$ cat src/hdl/cei_defs.svh
// Purpose: Offsets, field positions, reset values and counts of the compare-error interrupt block
// Assumes: APB with 32-bit data, one aligned word per register
// Notes:   Hardware bit n of a word is printed bit 31-n (printed numbering is big-endian)
`ifndef CEI_DEFS_SVH
`define CEI_DEFS_SVH

// Register byte offsets
`define CEI_OFS_NOTIFY     12'h000
`define CEI_OFS_ENABLE     12'h004
`define CEI_OFS_FORCE      12'h008
`define CEI_OFS_MODE       12'h00c
`define CEI_OFS_CTRL       12'h010
`define CEI_OFS_EVT_STATUS 12'h014
`define CEI_OFS_EVT_MASK   12'h018

// Field layout
`define CEI_N_SRC          12
`define CEI_N_FLAGS        24
`define CEI_IN_LSB         0
`define CEI_OUT_LSB        12
`define CEI_MODE_LSB       0
`define CEI_MODE_W         2
`define CEI_CTRL_WP_BIT    0
`define CEI_N_EVT          3
`define CEI_EVT_FORCED     0
`define CEI_EVT_REFUSED    1
`define CEI_EVT_ERROR      2

// Reset values
`define CEI_RST_FLAGS      24'h000000
`define CEI_RST_MODE       2'h0
`define CEI_RST_CTRL       1'h0
`define CEI_RST_EVT        3'h0

`endif

$ cat src/hdl/cei_pkg.sv
// Purpose: Types shared by the compare-error interrupt block
// Assumes: Constants live in cei_defs.svh
// Notes:   Mode codes are the encodings software writes to the mode field
package cei_pkg;

  typedef enum logic [1:0] {
    CEI_MODE_LEVEL  = 2'h0,
    CEI_MODE_PULSE  = 2'h1,
    CEI_MODE_PNOTIF = 2'h2,
    CEI_MODE_SINGLE = 2'h3
  } cei_mode_e;

  typedef logic [23:0] cei_flags_t;

endpackage

$ cat src/hdl/cei_top.sv
// Purpose: Force and signalling-mode control of the comparator error notification
// Assumes: APB slave, one wait state per access; comparator error inputs are
//          single-cycle pulses from logic on CLK
//          Software keeps the reserved bits of every written word at zero
// Notes:   Source i of the input side sits in hw bit i, output side in hw bit 12+i
//          Event status clears on the edge that captures its read data, so an event
//          arriving later in the same access stays for the next read
//          Pulse mode keeps no record of enabled flags; the line pulse is all there is
//
// Contract
// RULE_01: Writing one to an input-side force bit sets that input-side error flag.
// RULE_02: Input-side force bits for sources 0..11 occupy printed bits 31 down to 20.
// RULE_03: Output-side force bits occupy printed bits 19..8 and set output-side flags.
// RULE_04: Writing zero to a force bit changes no flag and causes no event.
// RULE_05: Force bits clear themselves right after the write that set them.
// RULE_06: Force writes are ignored while register write protection is active.
// RULE_07: Reserved force and mode bits read as zero; software writes zeros.
// RULE_08: Two-bit mode field selects level, pulse, pulse-notify or single-pulse signalling.
// RULE_09: A notification flag clears on writing one; reads leave it unchanged.
// RULE_10: A flag drives the checker line only while its enable bit is one.
// RULE_11: Forced flags behave exactly like detected errors for gating and modes.
//
// The register offsets and the APB slave port were left to the implementer.
`timescale 1ns/1ps
`include "cei_defs.svh"
`default_nettype none

module cei_top #(
  parameter int N_SRC = `CEI_N_SRC
) (
  // Clock and reset
  input  wire logic        CLK,
  input  wire logic        RSTN,
  // APB slave
  input  wire logic        PSEL,
  input  wire logic        PENABLE,
  input  wire logic        PWRITE,
  input  wire logic [11:0] PADDR,
  input  wire logic [31:0] PWDATA,
  output logic             PREADY,
  output logic [31:0]      PRDATA,
  output logic             PSLVERR,
  // Comparator error detections
  input  wire logic [11:0] INPUT_CMP_ERR,
  input  wire logic [11:0] OUTPUT_CMP_ERR,
  // Notification state and lines
  output logic [23:0]      ERROR_NOTIFICATION_FLAGS,
  output logic             CHECKER_INTERRUPT_LINE,
  output logic             IRQ
);

  if (N_SRC != `CEI_N_SRC) begin : g_chk_src
    $error("cei_top: N_SRC must be 12, the register layout is fixed");
  end

  // The flag word, its two halves and the event bits are laid out by hand below
  if (`CEI_N_FLAGS != 2 * N_SRC) begin : g_chk_flags
    $error("cei_top: the flag word must hold both comparator sides");
  end

  if (`CEI_IN_LSB != 0) begin : g_chk_in_side
    $error("cei_top: input source i must sit in flag bit i");
  end

  if (`CEI_OUT_LSB != `CEI_IN_LSB + N_SRC) begin : g_chk_sides
    $error("cei_top: the output side must follow the input side");
  end

  if (`CEI_N_FLAGS > 32 - 8) begin : g_chk_reserved
    $error("cei_top: the top eight bits of the force word are reserved");
  end

  if (`CEI_MODE_W != $bits(cei_pkg::cei_mode_e)) begin : g_chk_mode
    $error("cei_top: mode field width differs from the mode type");
  end

  if (`CEI_N_EVT > 32) begin : g_chk_evt_width
    $error("cei_top: event register wider than a bus word");
  end

  if (`CEI_EVT_ERROR >= `CEI_N_EVT) begin : g_chk_evt
    $error("cei_top: event bits exceed the event register");
  end

  // Bit helpers

  // Address match of a register
  function automatic logic hit(input logic [11:0] addr, input logic [11:0] ofs);
    hit = (addr == ofs);
  endfunction

  // Source field of a written word; reserved bits above are dropped
  function automatic cei_pkg::cei_flags_t src_field(input logic [31:0] word);
    src_field = word[`CEI_N_FLAGS-1:0];
  endfunction

  // APB access phase

  logic       pready_q;
  logic       pslverr_q;
  logic [31:0] prdata_q;
  logic       access;
  logic       commit;
  logic       wr_commit;
  logic       mapped;

  logic [31:0] rd_word;

  // Register state
  cei_pkg::cei_flags_t notify_q;
  cei_pkg::cei_flags_t notify_d;
  cei_pkg::cei_flags_t enable_q;
  cei_pkg::cei_flags_t force_q;
  cei_pkg::cei_mode_e  mode_q;
  logic                protect_q;
  logic [`CEI_N_EVT-1:0] evt_mask_q;
  logic [`CEI_N_EVT-1:0] evt_status;
  logic                evt_irq;

  // Event terms
  cei_pkg::cei_flags_t hw_set;
  cei_pkg::cei_flags_t set_all;
  cei_pkg::cei_flags_t clr_w1;
  cei_pkg::cei_flags_t new_flags;
  logic                force_wr;
  logic                force_ok;
  logic                force_refused;
  logic                pending_en;
  logic                new_event_en;
  logic                line_q;
  logic [`CEI_N_EVT-1:0] evt_set;
  logic                status_rd_clr;

  // Register strobes
  logic                rd_snap;
  logic                wr_notify;
  logic                wr_enable;
  logic                wr_mode;
  logic                wr_ctrl;
  logic                wr_mask;

  // Access phase; answer on the second access cycle so PREADY is a flop
  assign access    = PSEL & PENABLE;
  assign commit    = access & pready_q;
  assign wr_commit = commit & PWRITE;

  // Read data is captured in the first access cycle, one edge before the commit
  assign rd_snap   = access & ~pready_q & ~PWRITE;

  // Write strobes, live only at the committing edge
  assign wr_notify = wr_commit & hit(PADDR, `CEI_OFS_NOTIFY);
  assign wr_enable = wr_commit & hit(PADDR, `CEI_OFS_ENABLE);
  assign wr_mode   = wr_commit & hit(PADDR, `CEI_OFS_MODE);
  assign wr_ctrl   = wr_commit & hit(PADDR, `CEI_OFS_CTRL);
  assign wr_mask   = wr_commit & hit(PADDR, `CEI_OFS_EVT_MASK);

  always_comb begin
    mapped = 1'b0;
    if (hit(PADDR, `CEI_OFS_NOTIFY)) begin
      mapped = 1'b1;
    end else if (hit(PADDR, `CEI_OFS_ENABLE)) begin
      mapped = 1'b1;
    end else if (hit(PADDR, `CEI_OFS_FORCE)) begin
      mapped = 1'b1;
    end else if (hit(PADDR, `CEI_OFS_MODE)) begin
      mapped = 1'b1;
    end else if (hit(PADDR, `CEI_OFS_CTRL)) begin
      mapped = 1'b1;
    end else if (hit(PADDR, `CEI_OFS_EVT_STATUS)) begin
      mapped = 1'b1;
    end else if (hit(PADDR, `CEI_OFS_EVT_MASK)) begin
      mapped = 1'b1;
    end
  end

  // Read mux; every bit not listed reads zero
  always_comb begin
    rd_word = 32'h0000_0000;
    if (hit(PADDR, `CEI_OFS_NOTIFY)) begin
      rd_word[`CEI_N_FLAGS-1:0] = notify_q;
    end else if (hit(PADDR, `CEI_OFS_ENABLE)) begin
      rd_word[`CEI_N_FLAGS-1:0] = enable_q;
    end else if (hit(PADDR, `CEI_OFS_FORCE)) begin
      // Force bits never hold between accesses, reserved bits zero
      rd_word = 32'h0000_0000;                                            // [RULE_07]
    end else if (hit(PADDR, `CEI_OFS_MODE)) begin
      rd_word[`CEI_MODE_LSB +: `CEI_MODE_W] = mode_q;                     // [RULE_07]
    end else if (hit(PADDR, `CEI_OFS_CTRL)) begin
      rd_word[`CEI_CTRL_WP_BIT] = protect_q;
    end else if (hit(PADDR, `CEI_OFS_EVT_STATUS)) begin
      rd_word[`CEI_N_EVT-1:0] = evt_status;
    end else if (hit(PADDR, `CEI_OFS_EVT_MASK)) begin
      rd_word[`CEI_N_EVT-1:0] = evt_mask_q;
    end
  end

  always_ff @(posedge CLK or negedge RSTN) begin
    if (!RSTN) begin
      pready_q  <= 1'b0;
      pslverr_q <= 1'b0;
      prdata_q  <= 32'h0000_0000;
    end else begin
      pready_q  <= access & ~pready_q;
      pslverr_q <= access & ~pready_q & ~mapped;
      if (rd_snap) begin
        prdata_q <= rd_word;
      end
    end
  end

  // Software-held registers

  always_ff @(posedge CLK or negedge RSTN) begin
    if (!RSTN) begin
      enable_q <= `CEI_RST_FLAGS;
    end else if (wr_enable) begin
      enable_q <= src_field(PWDATA);
    end
  end

  always_ff @(posedge CLK or negedge RSTN) begin
    if (!RSTN) begin
      mode_q <= cei_pkg::cei_mode_e'(`CEI_RST_MODE);
    end else if (wr_mode) begin
      mode_q <= cei_pkg::cei_mode_e'(PWDATA[`CEI_MODE_LSB +: `CEI_MODE_W]); // [RULE_08]
    end
  end

  always_ff @(posedge CLK or negedge RSTN) begin
    if (!RSTN) begin
      protect_q <= `CEI_RST_CTRL;
    end else if (wr_ctrl) begin
      protect_q <= PWDATA[`CEI_CTRL_WP_BIT];
    end
  end

  always_ff @(posedge CLK or negedge RSTN) begin
    if (!RSTN) begin
      evt_mask_q <= `CEI_RST_EVT;
    end else if (wr_mask) begin
      evt_mask_q <= PWDATA[`CEI_N_EVT-1:0];
    end
  end

  // Force register

  assign force_wr      = wr_commit & hit(PADDR, `CEI_OFS_FORCE);
  assign force_ok      = force_wr & ~protect_q;                              // [RULE_06]
  assign force_refused = force_wr & protect_q & (|src_field(PWDATA));

  // Stored one cycle only; it is then applied and dropped
  always_ff @(posedge CLK or negedge RSTN) begin
    if (!RSTN) begin
      force_q <= `CEI_RST_FLAGS;
    end else if (force_ok) begin
      // Input side in hw bits 11:0, output side in 23:12; zeros force nothing
      force_q <= src_field(PWDATA);                                          // [RULE_02] [RULE_03] [RULE_04]
    end else begin
      force_q <= `CEI_RST_FLAGS;                                             // [RULE_05]
    end
  end

  // Notification flags

  always_comb begin
    hw_set = `CEI_RST_FLAGS;
    hw_set[`CEI_IN_LSB +: `CEI_N_SRC]  = INPUT_CMP_ERR;
    hw_set[`CEI_OUT_LSB +: `CEI_N_SRC] = OUTPUT_CMP_ERR;
  end

  // Forced bits merge with detections, so nothing downstream can tell them apart
  assign set_all = hw_set | force_q;                                         // [RULE_01] [RULE_03] [RULE_11]

  assign clr_w1  = wr_notify ? src_field(PWDATA) : `CEI_RST_FLAGS;

  assign new_flags = set_all & ~notify_q;

  always_comb begin
    // Set wins over a software clear in the same cycle; reads never clear
    notify_d = (notify_q & ~clr_w1) | set_all;                              // [RULE_09]
    // Pulse mode signals the event and keeps no record of it
    if (mode_q == cei_pkg::CEI_MODE_PULSE) begin                             // [RULE_08]
      notify_d = notify_d & ~enable_q;
    end
  end

  always_ff @(posedge CLK or negedge RSTN) begin
    if (!RSTN) begin
      notify_q <= `CEI_RST_FLAGS;
    end else begin
      notify_q <= notify_d;
    end
  end

  // Checker interrupt line

  assign pending_en   = |(notify_q & enable_q);                              // [RULE_10]
  assign new_event_en = |(set_all & enable_q);                               // [RULE_10] [RULE_11]

  cei_line_gen u_line (
    .clk       (CLK),
    .rst_n     (RSTN),
    .mode      (mode_q),
    .pending   (pending_en),
    .new_event (new_event_en),
    .line_q    (line_q)
  );

  // Block events and the summary interrupt

  always_comb begin
    evt_set = `CEI_RST_EVT;
    evt_set[`CEI_EVT_FORCED]  = |force_q;
    evt_set[`CEI_EVT_REFUSED] = force_refused;
    evt_set[`CEI_EVT_ERROR]   = |new_flags;
  end

  // Clear with the snapshot: an event landing between snapshot and commit
  // would otherwise be wiped without ever having been read
  assign status_rd_clr = rd_snap & hit(PADDR, `CEI_OFS_EVT_STATUS);

  cei_evt_irq #(
    .N (`CEI_N_EVT)
  ) u_evt (
    .clk      (CLK),
    .rst_n    (RSTN),
    .evt_set  (evt_set),
    .rd_clr   (status_rd_clr),
    .mask     (evt_mask_q),
    .status_q (evt_status),
    .irq_q    (evt_irq)
  );

  // Outputs, all from flops

  assign PREADY                   = pready_q;
  assign PSLVERR                  = pslverr_q;
  assign PRDATA                   = prdata_q;
  assign ERROR_NOTIFICATION_FLAGS = notify_q;
  assign CHECKER_INTERRUPT_LINE   = line_q;
  assign IRQ                      = evt_irq;

endmodule

`default_nettype wire

$ cat src/hdl/cei_line_gen.sv
// Purpose: Shapes the checker interrupt line according to the selected signalling mode
// Assumes: Inputs are already gated by the per-source enables
// Notes:   Pulses last one clock cycle
`timescale 1ns/1ps
`default_nettype none

module cei_line_gen (
  // Clock and reset
  input  wire logic              clk,
  input  wire logic              rst_n,
  // Control
  input  wire cei_pkg::cei_mode_e mode,
  // Enabled flag state
  input  wire logic              pending,
  input  wire logic              new_event,
  // Line
  output logic                   line_q
);

  always_ff @(posedge clk or negedge rst_n) begin
    if (!rst_n) begin
      line_q <= 1'b0;
    end else begin
      case (mode)
        cei_pkg::CEI_MODE_LEVEL:  line_q <= pending;
        cei_pkg::CEI_MODE_PULSE:  line_q <= new_event;
        cei_pkg::CEI_MODE_PNOTIF: line_q <= new_event;
        // Only the first event of a burst is signalled until the flags drain
        cei_pkg::CEI_MODE_SINGLE: line_q <= new_event & ~pending;
        default:                  line_q <= 1'b0;
      endcase
    end
  end

endmodule

`default_nettype wire

$ cat src/hdl/cei_evt_irq.sv
// Purpose: Sticky event status with mask onto one level interrupt
// Assumes: Read of the status register clears it; set wins over the clear
// Notes:   irq_q follows the next status value so it rises with the status bit
`timescale 1ns/1ps
`default_nettype none

module cei_evt_irq #(
  parameter int N = 3
) (
  // Clock and reset
  input  wire logic         clk,
  input  wire logic         rst_n,
  // Events and software
  input  wire logic [N-1:0] evt_set,
  input  wire logic         rd_clr,
  input  wire logic [N-1:0] mask,
  // State
  output logic [N-1:0]      status_q,
  output logic              irq_q
);

  logic [N-1:0] status_d;

  always_comb begin
    status_d = (rd_clr ? '0 : status_q) | evt_set;
  end

  always_ff @(posedge clk or negedge rst_n) begin
    if (!rst_n) begin
      status_q <= '0;
      irq_q    <= 1'b0;
    end else begin
      status_q <= status_d;
      irq_q    <= |(status_d & mask);
    end
  end

endmodule

`default_nettype wire

$ cat config.mk
export PLATFORM = sky130hd
export DESIGN_NAME = cei_top
export DESIGN_NICKNAME = d
export VERILOG_FILES = /design/src/hdl/cei_pkg.sv /design/src/hdl/cei_top.sv /design/src/hdl/cei_line_gen.sv /design/src/hdl/cei_evt_irq.sv
export VERILOG_INCLUDE_DIRS = /design/src /design/src/hdl
export SDC_FILE = /design/constraint.sdc
export NUM_CORES = 1
export LEC_CHECK = 0
export BUFFER_PORTS_ARGS = -buffer_cell sky130_fd_sc_hd__buf_4
export CAP_MARGIN = 20
export CORE_UTILIZATION = 54
export DETAILED_ROUTE_END_ITERATION = 8
export GPL_TIMING_DRIVEN = 0
export PLACE_DENSITY = 0.81
export SLEW_MARGIN = 30
export SYNTH_ARGS = -nofsm -noshare
export SYNTH_HDL_FRONTEND = slang
export SYNTH_SLANG_ARGS = --single-unit
export TNS_END_PERCENT = 5
$ cat constraint.sdc
create_clock -name CLK -period 2.29 [get_ports CLK]
set_input_delay 0.1145 -clock CLK [delete_from_list [all_inputs] [get_ports CLK]]
set_output_delay 0.1145 -clock CLK [all_outputs]
set_load 0.02 [all_outputs]
==> out/metrics.cfg <==
[synthesis]
synth_cell_type_count = 53
syn_avg_cell_area_um2 = 10.82
ys_seq_area_frac = 0.5104
synth_area_leaders = dfrtp_1 51%, mux2_2 5.9%, a22oi_1 5.2%
yosys.area.top_type = dfrtp_1
synth_top_flop_cell = dfrtp_1
synth_edf_count = 0
synth_seq_cells = 109
synth_area_mm2 = 0.005344
synth_top_area_frac = 0.5104
yosysWarnings = 0
syn_inst = 494
async_flop_share = 1.000

[grt]
top_usage_layer = met2
use_met3 = 0.07937
grtUsageMet1 = 0.4905
overflow = 0
track_usage = 0.3627
grt_max_degree = 110
grt_antenna_before_repair = 0
use_met2 = 0.5908
grt_pass1_vias = 4831
grt_pass1_wl_um = 26850

[sta]
fin_crit_ns = 2.264
finalMaxSlewViolations = 0
fin_skew_ns = 0.01424
max_slew_margin = 0.4221
fin_crit_sh = 0.9888
max_clock_freq_ghz = 0.4416
worst_pin_slew_ns = 0.8668
fin_tns_setup_ns = 0
worst_slack_ns = 0.02571
setup_violations = 0
finalHoldViolCount = 0
rsz0062_at_grt = false

[floorplan]
initial_utilization = 0.5676
die_x_um = 101.5
placementRows = 35
boundaryPins = 133
die_area_mm2 = 0.01030
die_height_um = 101.5
core_area_mm2 = 0.009415

[power_and_ir_drop]
internal_power_mw = 2.510
total_power_mw = 3.380
peakVddDrop_mv = 0.3915
switching_power_mw = 0.8699
clkPwrFrac = 0.332
power_density_mw_per_mm2 = 499.6
comb_power_share = 0.094
swShare = 0.2573
p_seq_frac = 0.574
leakage_nw = 3.288

[detailed_routing]
drt_wl_total_um = 17620
drc_errors = 0
routedWlPerCell_um = 22.62
dr.pass1.iters = 7
num_vias = 4926
ant_nets = 0
viasPerCell = 6.323
dr.first_iter.drc_count = 481

[cts]
cts-buffers-inserted = 9
clk_path_buf_depth = 2
clk_pin_slew_ns = 0.11
post_cts_buffers = 0
cts.repair.resized = 0
worstSkewPairLatency_ns = 0.38
ctsRootBufferMaster = clkbuf_8
cts_tree = built
clkSinkCount = 109
h-tree-depth = 3

[run_status]
status = complete, no violations

[setup_path]
path_max_fanout = 4
cpMaxStageDelayCell = or4_1
crit-reg2reg-launch = force_q[17]$_DFF_PN0_
critical_path_class = reg -> reg
critPathMaxStageDelay_ns = 0.55
crit_required_ns = 2.51
critPathTopFamily = simple AND/OR/NAND/NOR gates
r2r_end = u_line.line_q$_DFF_PN0_
arrival_ns = 2.49
timing.critical_path.buf_inv = 0
ff2ff_setup_slack_ns = 0.03
critPathCaptureType = register
start_kind = register
reg2regPathDepth = 5
crit_path_cell_trace = o21ai_0 -> o2111ai_1 -> or4_1 -> nor4_1 -> a211oi_1

[layout]
layout_common_cells = 122 x buf_4, 109 x dfrtp_1, 48 x o21ai_0
fill_cells = 713
diodes = 0
layout-drive-gt1-share = 0.3092
fin_nets = 721
area_growth_pct = 26.60
final_common_cell = buf_4
final_design_area_no_fill_mm2 = 0.006765
final_cells = 779

[place]
place_hpwl_um = 13420
io_buffers = 115
post-place-cells = 745
place_ws_ns = -0.3626
dpl_cell_area_mm2 = 0.006399
gp_congestion = 1.011

[min_path]
hold_end = protect_q$_DFFE_PN0P_
hold_class = in -> reg
whs_path_depth = 2
min_from = PWDATA[0]

[job]
drv_cap = 0

state kept, by name (all words and copies together) (netlist names):
register	flops
u_line.line_q	1
PSLVERR	1
protect_q	1
PREADY	1
mode_q	2
ERROR_NOTIFICATION_FLAGS	24
evt_mask_q	3
force_q	24
u_evt.irq_q	1
u_evt.status_q	3
PRDATA	24
enable_q	24
worst max-delay path by stage:
stage / start / to / depth (start not counted)
3_5_place_dp: PADDR[9] / enable_q[17]$_DFFE_PN0P_ / 7
3_3_place_gp: PADDR[9] / enable_q[17]$_DFFE_PN0P_ / 7
6_report: force_q[17]$_DFF_PN0_ / u_line.line_q$_DFF_PN0_ / 5
4_1_cts: PADDR[9] / enable_q[17]$_DFFE_PN0P_ / 7
5_1_grt: force_q[17]$_DFF_PN0_ / u_line.line_q$_DFF_PN0_ / 5
2_1_floorplan: PADDR[9] / enable_q[10]$_DFFE_PN0P_ / 6
power groups by stage:
stage / clock network (mW) / logic [mW] / registers, mW
after floorplan: 0 / 0.0942 / 1.99
after global placement: 0 / 0.286 / 1.98
after detailed placement: 0 / 0.290 / 1.98
after CTS: 1.13 / 0.316 / 1.94
after global routing: 1.20 / 0.348 / 1.94
final: 1.12 / 0.319 / 1.94
per-layer routing:
layer  wire length, µm  share of wire  up-vias
met1              7117           0.40     2420
met4               449          0.025        0
met3              1604          0.091       47
met2              8452           0.48      293
li1                  -              -     2166
met5                 0              0        -
Yosys cell counts (2+ instances only):
| library cell | instances |
|---|---|
| a22oi_1 | 37 |
| o21ai_0 | 48 |
| o211ai_1 | 2 |
| mux2_2 | 28 |
| nor3_1 | 10 |
| buf_4 | 8 |
| mux2i_1 | 3 |
| clkbuf_1 | 17 |
| nor2_1 | 31 |
| inv_1 | 30 |
| a311oi_1 | 2 |
| nor3_2 | 19 |
| nor4_1 | 15 |
| nor3_4 | 2 |
| nand4_1 | 9 |
| a221o_1 | 22 |
| o2111ai_1 | 2 |
| o21bai_1 | 3 |
| or4_4 | 3 |
| or4_1 | 3 |
| dfrtp_1 | 109 |
| nand2b_1 | 2 |
| a211oi_1 | 2 |
| or3_1 | 5 |
| o22ai_1 | 10 |
| a21oi_1 | 3 |
| o21ai_1 | 3 |
| buf_6 | 6 |
| buf_2 | 2 |
| ha_1 | 3 |
| and3_1 | 23 |
| nand2_1 | 11 |
cell families (layout without fill, tap and decap cells):
kind of cell               Yosys count  count (layout)  synth area share
AOI/OAI and AO/OA                  144             144            0.1873
and+or+nand+nor                    141             141            0.1683
DFF                                109             109            0.5104
buffers and inverters               64             213           0.05947
muxes                               32              32           0.06673
adders and majority gates            3               3          0.007025
other                                1               8         0.0007017
cell type report:
| class | instances | area (µm²) | share of cell area |
|---|---|---|---|
| Buffer | 34 | 205.2 | 0.03033 |
| Clock buffer | 11 | 141.4 | 0.02090 |
| Clock inverter | 5 | 42.54 | 0.006288 |
| Inverter | 30 | 112.6 | 0.01665 |
| Multi-Input combinational cell | 328 | 2325 | 0.3436 |
| Sequential cell | 109 | 2728 | 0.4032 |
| Tap cell | 129 | 161.4 | 0.02386 |
| Timing Repair Buffer | 133 | 1050 | 0.1552 |
what timing repair did:
| item | 4_1_cts | 5_1_grt |
|---|---|---|
| hold endpoints to repair | 133 | 0 |
| endpoints found under the setup margin | 0 | 2 |
| hold buffers | 18 | 0 |
stage by stage:
step,hold slack [ns],utilization
2_1_floorplan,-0.1811,-
3_3_place_gp,0.3571,0.6792
3_5_place_dp,0.3095,0.6796
4_1_cts,0.001019,0.7183
5_1_grt,0.001620,0.7185
6_report,0.01280,0.7185
No activity file was read; power rests on OpenSTA's default activity.
